File: config.mk
export PLATFORM = sky130hd
export DESIGN_NAME = page_addr_gen
export DESIGN_NICKNAME = d
export VERILOG_FILES = /design/src/verilog/page_addr_pkg.sv /design/src/verilog/page_addr_gen.sv
export SDC_FILE = /design/constraint.sdc
export NUM_CORES = 1
export LEC_CHECK = 0
export BUFFER_PORTS_ARGS = -buffer_cell sky130_fd_sc_hd__buf_2
export CAP_MARGIN = 20
export CORE_ASPECT_RATIO = 0.75
export CORE_MARGIN = 2
export CORE_UTILIZATION = 56
export CTS_BUF_LIST = sky130_fd_sc_hd__clkbuf_4
export DETAILED_ROUTE_END_ITERATION = 12
export PLACE_DENSITY = 0.95
export SLEW_MARGIN = 30
export SYNTH_ARGS = -nofsm -noshare
export SYNTH_HDL_FRONTEND = slang
export SYNTH_SLANG_ARGS = --single-unit
File: constraint.sdc
create_clock -name clk -period 7.1 [get_ports clk]
set_input_delay 1.065 -clock clk [delete_from_list [all_inputs] [get_ports clk]]
set_output_delay 1.065 -clock clk [all_outputs]
set_load 0.02 [all_outputs]
File: src/verilog/page_addr_pkg.sv
/*
  Constants for the paged data-space address generator.
  Assumes a 16-bit data address and 10-bit page select registers.
*/
`default_nettype none
package page_addr_pkg;
  localparam int          PAGE_W          = 10;
  localparam int          EA_W            = 16;
  localparam int          EA_TOP          = 15;
  localparam logic [9:0]  PAGE_RESET      = 10'h001;
  localparam logic [9:0]  PAGE_ZERO       = 10'h000;
  localparam logic [9:0]  PAGE_EDS_ONE    = 10'h001;
  localparam logic [9:0]  PAGE_EDS_LAST   = 10'h1FF;
  localparam logic [9:0]  PAGE_PSV_FIRST  = 10'h200;
  localparam logic [9:0]  PAGE_LSW_LAST   = 10'h2FF;
  localparam logic [9:0]  PAGE_MSB_FIRST  = 10'h300;
  localparam logic [9:0]  PAGE_MSB_LAST   = 10'h3FF;

  typedef enum logic [2:0] {
    MODE_PLAIN    = 3'h0,
    MODE_PRE_POST = 3'h1,
    MODE_REG_OFS  = 3'h2,
    MODE_MODULO   = 3'h3,
    MODE_BIT_REV  = 3'h4
  } addr_mode_t;
endpackage : page_addr_pkg
`default_nettype wire

File: src/verilog/page_addr_gen.sv
/*
  Paged effective-address generator: page select registers, page
  overflow and underflow handling, and address error detection.
  Assumes the core presents one access per cycle with the unmodified
  and modified addresses already computed, and a carry/borrow flag.
*/
`timescale 1ns/1ps
`default_nettype none
// Function
// - Reads use the read page register and writes the write page register.
// - A plain-mode page crossing inside a paged window clears address bit 15.
// - Crossing is seen for any paged address with a carry or borrow, in any mode.
// - An overflow normally increments the active page and sets bit 15.
// - An underflow normally decrements the active page and sets bit 15.
// - Offset, modulo and bit-reversed crossings set bit 15, keep the page.
// - Overflows at the edge pages, and read underflows there, keep the page and clear bit 15.
// - Read pages 0x2FF and 0x300 step across to each other, bit 15 set.
// - A paged access with page zero raises an address error.
// - A paged write into program space raises an address error.
module page_addr_gen
  import page_addr_pkg::*;
(
  input  wire logic              clk,
  input  wire logic              rst,
  input  wire logic              page_wr_en,
  input  wire logic              page_wr_sel,
  input  wire logic [PAGE_W-1:0] page_wr_data,
  input  wire logic              acc_valid,
  input  wire logic              acc_write,
  input  wire addr_mode_t        acc_mode,
  input  wire logic [EA_W-1:0]   ea_before,
  input  wire logic [EA_W-1:0]   ea_modified,
  input  wire logic              ea_carry,
  input  wire logic              ea_borrow,
  output logic [EA_W-1:0]        ea_out,
  output logic [PAGE_W-1:0]      page_out,
  output logic                   ea_paged,
  output logic                   addr_error,
  output logic [PAGE_W-1:0]      read_page_select,
  output logic [PAGE_W-1:0]      write_page_select
);
  logic [PAGE_W-1:0] rpage_q, rpage_d, wpage_q, wpage_d;
  logic [PAGE_W-1:0] act_page, new_page;
  logic [EA_W-1:0]   ea_q, ea_d;
  logic [PAGE_W-1:0] pg_q, pg_d;
  logic              paged_q, paged_d, err_q, err_d;
  logic              in_window, cross_mode, ovf, unf, wrap_mode, bit15;

  always_comb begin
    act_page   = acc_write ? wpage_q : rpage_q;
    in_window  = ea_before[EA_TOP];
    cross_mode = (acc_mode == MODE_PRE_POST);
    wrap_mode  = (acc_mode == MODE_REG_OFS) || (acc_mode == MODE_MODULO)
                 || (acc_mode == MODE_BIT_REV);
    ovf = in_window && ea_carry;
    unf = in_window && ea_borrow;
    new_page = act_page;
    bit15    = ea_modified[EA_TOP];
    if (in_window && (ovf || unf)) begin
      bit15 = 1'b0;
      if (wrap_mode) begin
        bit15 = 1'b1;
      end else if (cross_mode && ovf) begin
        if (act_page == PAGE_EDS_LAST || act_page == PAGE_MSB_LAST) begin
          bit15 = 1'b0;
        end else if (!acc_write && act_page == PAGE_LSW_LAST) begin
          new_page = PAGE_MSB_FIRST;
          bit15    = 1'b1;
        end else begin
          new_page = act_page + 10'h001;
          bit15    = 1'b1;
        end
      end else if (cross_mode && unf) begin
        if (!acc_write && (act_page == PAGE_EDS_ONE
            || act_page == PAGE_PSV_FIRST)) begin
          bit15 = 1'b0;
        end else if (!acc_write && act_page == PAGE_MSB_FIRST) begin
          new_page = PAGE_LSW_LAST;
          bit15    = 1'b1;
        end else begin
          new_page = act_page - 10'h001;
          bit15    = 1'b1;
        end
      end
    end
    rpage_d = rpage_q;
    wpage_d = wpage_q;
    if (acc_valid && !acc_write) rpage_d = new_page;
    if (acc_valid && acc_write)  wpage_d = new_page;
    if (page_wr_en && !page_wr_sel) rpage_d = page_wr_data;
    if (page_wr_en && page_wr_sel)  wpage_d = page_wr_data;
    ea_d    = {bit15, ea_modified[EA_TOP-1:0]};
    pg_d    = bit15 ? new_page : PAGE_ZERO;
    paged_d = acc_valid && bit15;
    err_d   = acc_valid && in_window && ((act_page == PAGE_ZERO)
              || (acc_write && act_page >= PAGE_PSV_FIRST));
  end

  always_ff @(posedge clk or posedge rst) begin
    if (rst) begin
      rpage_q <= PAGE_RESET;
      wpage_q <= PAGE_RESET;
      ea_q    <= '0;
      pg_q    <= PAGE_ZERO;
      paged_q <= 1'b0;
      err_q   <= 1'b0;
    end else begin
      rpage_q <= rpage_d;
      wpage_q <= wpage_d;
      ea_q    <= ea_d;
      pg_q    <= pg_d;
      paged_q <= paged_d;
      err_q   <= err_d;
    end
  end

  assign ea_out            = ea_q;
  assign page_out          = pg_q;
  assign ea_paged          = paged_q;
  assign addr_error        = err_q;
  assign read_page_select  = rpage_q;
  assign write_page_select = wpage_q;

  zero_page_a: assert property (@(posedge clk) disable iff (rst)
    acc_valid && ea_before[EA_TOP] && !page_wr_en
    && (acc_write ? wpage_q : rpage_q) == PAGE_ZERO |=> addr_error)
    else $error("page zero access without error");
  ps_write_a: assert property (@(posedge clk) disable iff (rst)
    acc_valid && acc_write && ea_before[EA_TOP]
    && wpage_q >= PAGE_PSV_FIRST |=> addr_error)
    else $error("program space write without error");
  ovf_inc_a: assert property (@(posedge clk) disable iff (rst)
    acc_valid && !acc_write && !page_wr_en && ea_before[EA_TOP] && ea_carry
    && acc_mode == MODE_PRE_POST && rpage_q == 10'h005
    |=> rpage_q == 10'h006 && ea_out[EA_TOP])
    else $error("overflow did not advance read page");
  unf_dec_a: assert property (@(posedge clk) disable iff (rst)
    acc_valid && acc_write && !page_wr_en && ea_before[EA_TOP] && ea_borrow
    && acc_mode == MODE_PRE_POST && wpage_q == 10'h010
    |=> wpage_q == 10'h00F && ea_out[EA_TOP])
    else $error("underflow did not step write page back");
  wrap_keep_a: assert property (@(posedge clk) disable iff (rst)
    acc_valid && !page_wr_en && ea_before[EA_TOP] && (ea_carry || ea_borrow)
    && acc_mode == MODE_MODULO
    |=> $stable(rpage_q) && $stable(wpage_q) && ea_out[EA_TOP])
    else $error("wrap mode changed page");
  edge_keep_a: assert property (@(posedge clk) disable iff (rst)
    acc_valid && !acc_write && !page_wr_en && ea_before[EA_TOP] && ea_carry
    && acc_mode == MODE_PRE_POST && rpage_q == PAGE_EDS_LAST
    |=> rpage_q == PAGE_EDS_LAST && !ea_out[EA_TOP] && !ea_paged)
    else $error("edge overflow left window");
  lsw_msb_a: assert property (@(posedge clk) disable iff (rst)
    acc_valid && !acc_write && !page_wr_en && ea_before[EA_TOP] && ea_borrow
    && acc_mode == MODE_PRE_POST && rpage_q == PAGE_MSB_FIRST
    |=> rpage_q == PAGE_LSW_LAST && ea_out[EA_TOP])
    else $error("msb to lsw step failed");
  // Overflow out of the last low-word page lands on the first high page
  lsw_msb_up_a: assert property (@(posedge clk) disable iff (rst)
    acc_valid && !acc_write && !page_wr_en && ea_before[EA_TOP] && ea_carry
    && acc_mode == MODE_PRE_POST && rpage_q == PAGE_LSW_LAST
    |=> rpage_q == PAGE_MSB_FIRST && ea_out[EA_TOP])
    else $error("lsw to msb step failed");
  // General read underflow steps the read page back
  rd_unf_dec_a: assert property (@(posedge clk) disable iff (rst)
    acc_valid && !acc_write && !page_wr_en && ea_before[EA_TOP] && ea_borrow
    && acc_mode == MODE_PRE_POST && rpage_q == 10'h005
    |=> rpage_q == 10'h004 && ea_out[EA_TOP])
    else $error("underflow did not step read page back");
  // Top of program space does not wrap to page zero
  msb_edge_a: assert property (@(posedge clk) disable iff (rst)
    acc_valid && !acc_write && !page_wr_en && ea_before[EA_TOP] && ea_carry
    && acc_mode == MODE_PRE_POST && rpage_q == PAGE_MSB_LAST
    |=> rpage_q == PAGE_MSB_LAST && !ea_out[EA_TOP] && page_out == PAGE_ZERO)
    else $error("top page overflow left window");
  // Bottom of program space falls back to base space
  psv_edge_a: assert property (@(posedge clk) disable iff (rst)
    acc_valid && !acc_write && !page_wr_en && ea_before[EA_TOP] && ea_borrow
    && acc_mode == MODE_PRE_POST && rpage_q == PAGE_PSV_FIRST
    |=> rpage_q == PAGE_PSV_FIRST && !ea_out[EA_TOP])
    else $error("first program page underflow stayed paged");
  // A write access never disturbs the read page
  read_keep_a: assert property (@(posedge clk) disable iff (rst)
    acc_valid && acc_write && !page_wr_en
    |=> $stable(rpage_q))
    else $error("write access moved read page");
  // A read access never disturbs the write page
  write_keep_a: assert property (@(posedge clk) disable iff (rst)
    acc_valid && !acc_write && !page_wr_en
    |=> $stable(wpage_q))
    else $error("read access moved write page");
  // A page load takes effect whatever access runs beside it
  rd_load_a: assert property (@(posedge clk) disable iff (rst)
    page_wr_en && !page_wr_sel
    |=> rpage_q == $past(page_wr_data))
    else $error("read page load lost");
  wr_load_a: assert property (@(posedge clk) disable iff (rst)
    page_wr_en && page_wr_sel
    |=> wpage_q == $past(page_wr_data))
    else $error("write page load lost");
  // Without an access the status outputs stay quiet
  idle_quiet_a: assert property (@(posedge clk) disable iff (rst)
    !acc_valid
    |=> !addr_error && !ea_paged)
    else $error("status raised without access");
  // Reads through a nonzero page never trap
  rd_no_error_a: assert property (@(posedge clk) disable iff (rst)
    acc_valid && !acc_write && rpage_q != PAGE_ZERO
    |=> !addr_error)
    else $error("read raised address error");
  no_cross_a: assert property (@(posedge clk) disable iff (rst)
    acc_valid && !page_wr_en && !ea_before[EA_TOP]
    |=> $stable(rpage_q) && $stable(wpage_q))
    else $error("page changed outside window");
endmodule : page_addr_gen
`default_nettype wire

==> impl_metrics.json <==
{
  "routed-wl-met2_um": 3770,
  "nNetsFinal": 440,
  "grt_pass1_wl_um": 13500,
  "ys_seq_elements": 48,
  "route.met3.wl_um": 1040,
  "cp-end-kind": "flip-flop",
  "cts_buffer_depth": 2,
  "die_area_sq_um": 5870,
  "most-common-layout-cells": "buf_2, dfrtp_1, nand2_1",
  "critPathArrivalTime_ns": 4.35,
  "critPathMaxStageDelay_ns": 0.75,
  "maxCapViolCount": 0,
  "max_freq_mhz": 243,
  "cts_resized": 0,
  "h-tree-depth": 2,
  "clockRootBuffer": "clkbuf_4",
  "p_int_w": 0.000441,
  "post_drt_wl_per_cell_um": 18.9,
  "synth_warnings": 0,
  "postCtsSetupBuffers": 0,
  "via_per_inst": 6.50,
  "drive_gt1_frac": 0.331,
  "startpoint": "acc_write",
  "power.leakage_nw": 1.61,
  "post-place-ws_ns": 2.72,
  "gp_congestion": 0.999,
  "finClkSkew_ns": 0.0139,
  "holdCritStartpoint": "write_page_select[0]$_DFFE_PP1P_",
  "portBuffers": 85,
  "highest_layer": "met4",
  "n_fill_cell": 389,
  "grt_usage": 0.307,
  "die_h_um": 66.9,
  "initial_core_util": 0.592,
  "grt_pass1_vias": 2552,
  "clk_transition_reported_paths_ns": 0.12,
  "wl_um": 8640,
  "antenna_found_initial": 0,
  "worst_path_max_delay_cell": "a21oi_1",
  "coreArea_sq_um": 4980,
  "final_util": 0.691,
  "final_common_cell": "buf_2",
  "pwr-share-comb": 0.355,
  "drtAntennaViolNets": 0,
  "synthAdderAreaFrac": 0.0127,
  "hold_viol_final": 0,
  "overflow": 0,
  "worstSetupStartpointType": "primary input",
  "synthSimpleGateAreaFrac": 0.231,
  "status": "finished, final reports clean",
  "clock_latency_ns": 0.36,
  "synthToLayoutAreaGrowth_pct": 16.6,
  "swShare": 0.396,
  "grt_max_degree": 49,
  "r2r-start": "write_page_select[1]$_DFFE_PP0P_",
  "cts_buffers": 5,
  "p_per_area_nw_per_um2": 212,
  "hpwl_um": 6580,
  "synth_fp_nets": 360,
  "drc": 0,
  "setup_ws_ns": 2.99,
  "async_flop_share": 1.00,
  "worst_pin_slew_ns": 0.886,
  "drv_slew": 0,
  "syn_avg_cell_area_sq_um": 9.71,
  "max-vdd-ir-drop_mv": 0.181,
  "pwr-share-clk": 0.165,
  "fin_setup_tns_ns": 0,
  "synth_mux_area_frac": 0.0619,
  "hold_path_class": "reg -> reg",
  "cts_hold_buf": 0,
  "io_pins": 101,
  "synth_edf_count": 0,
  "syn_inst": 304,
  "p_seq_frac": 0.481,
  "n_antenna_cell": 0,
  "path_class": "in -> reg",
  "setup_violations": 0,
  "std_cell_rows": 22,
  "synth_compound_area_frac": 0.247,
  "finalCritPeriodShare": 0.579,
  "yosysSeqAreaShare": 0.408,
  "clkSinkCount": 48,
  "path_cells": "buf_2, mux2i_1, inv_1, ha_1, nand4_1, a21oi_1, a31oi_1, a221o_1, nand2_1, nor2_1",
  "synthXorXnorAreaFrac": 0.00297,
  "period_needed_ns": 4.11,
  "rsz0062_at_grt": "no",
  "first_pass_iters": 5,
  "synthDistinctLibCells": 71,
  "via_count": 2965,
  "synth_top_family_by_area": "compound AO/OA/AOI/OAI gates",
  "drt_iter0_markers": 388,
  "tritoncts": "built",
  "m1WireLength_um": 3720,
  "max-slew-margin-rel": 0.409,
  "path_max_fanout": 37,
  "die_w_um": 87.8,
  "required_ns": 7.33,
  "synth-main-ff-cell": "dfrtp_1",
  "p_switching_w": 0.000289,
  "netlist_area_sq_um": 2950
}
[metrics by stage]
step           power, W  cells  cell area [sq um]  hold WS (ns)
6_report       0.000730    456               3440         0.590
5_1_grt        0.000767    456               3440         0.621
4_1_cts        0.000723    456               3440         0.590
3_5_place_dp   0.000608    449               3390         0.571
3_3_place_gp   0.000601    449               3390         0.564
2_1_floorplan  0.000519    304               2950         0.592
[routing by layer]
layer | global-route usage | vias up
met3 | 0.0682 | 18
met5 | 0 | -
met1 | 0.459 | 1387
met4 | 0.0385 | 0
li1 | - | 1322
met2 | 0.471 | 238
[area by class of cell]
class / instances / area, sq um / area share
Multi-Input combinational cell: 236 / 1640 / 0.477
Clock inverter: 1 / 5.00 / 0.00145
Tap cell: 72 / 90.1 / 0.0262
Timing Repair Buffer: 85 / 425 / 0.124
Sequential cell: 48 / 1200 / 0.350
Clock buffer: 6 / 45.0 / 0.0131
Inverter: 8 / 31.3 / 0.00909
[state kept, by name (all words and copies together), names as in the netlist]
name,count
ea_out,16
page_out,10
read_page_select,10
addr_error,1
write_page_select,10
ea_paged,1
[power groups by stage]
| stage | combinational, W | sequential [W] | clock [W] |
|---|---|---|---|
| after CTS | 0.000255 | 0.000348 | 0.000120 |
| final | 0.000259 | 0.000351 | 0.000120 |
| after global routing | 0.000280 | 0.000354 | 0.000133 |
| after detailed placement | 0.000254 | 0.000354 | 0 |
| after floorplan | 0.000136 | 0.000383 | 0 |
| after global placement | 0.000248 | 0.000353 | 0 |
[worst max-delay path, delay by kind of cell]
family | cells | cell delay (ns)
AOI/OAI and AO/OA | 3 | 1.65
buffers and inverters | 2 | 0.70
and+or+nand+nor | 3 | 0.32
muxes | 1 | 0.30
adders and majority gates | 1 | 0.27
[worst paths after layout]
kind	slack, ns	cells after the start	to
setup / recovery	2.99	10	page_out[0]$_DFF_PP0_
hold / removal	0.59	2	write_page_select[0]$_DFFE_PP1P_
setup reg to reg	3.94	9	page_out[0]$_DFF_PP0_
hold reg to reg	0.59	2	write_page_select[0]$_DFFE_PP1P_
max in group asynchronous	5.82	2	write_page_select[8]$_DFFE_PP0P_
min in group asynchronous	0.81	2	write_page_select[6]$_DFFE_PP0P_
[synth_stat cells, drive strengths merged, types with 4 or more instances]
master,number,area (sq um)
o21ai,14,73.8
and2,4,25.0
nand2,29,109
o31ai,4,30.0
buf,10,68.8
dfrtp,46,1150
nand4,5,31.3
nand3,11,55.1
o22ai,5,31.3
o211ai,4,30.0
a31oi,5,31.3
nor3,10,70.1
nor2,26,97.6
a22oi,8,60.1
a21oi,21,105
mux2,7,82.6
a21o,6,46.3
nand2b,4,25.0
and3,8,51.3
inv,8,30.0
mux2i,10,100
[kinds of logic after synthesis]
logic type      Yosys count
simple gates            117
compound gates           98
flops                    48
buf+inv                  20
mux                      17
fa+ha+maj                 3
xor+xnor                  1
(Power assumes the default switching activity.)
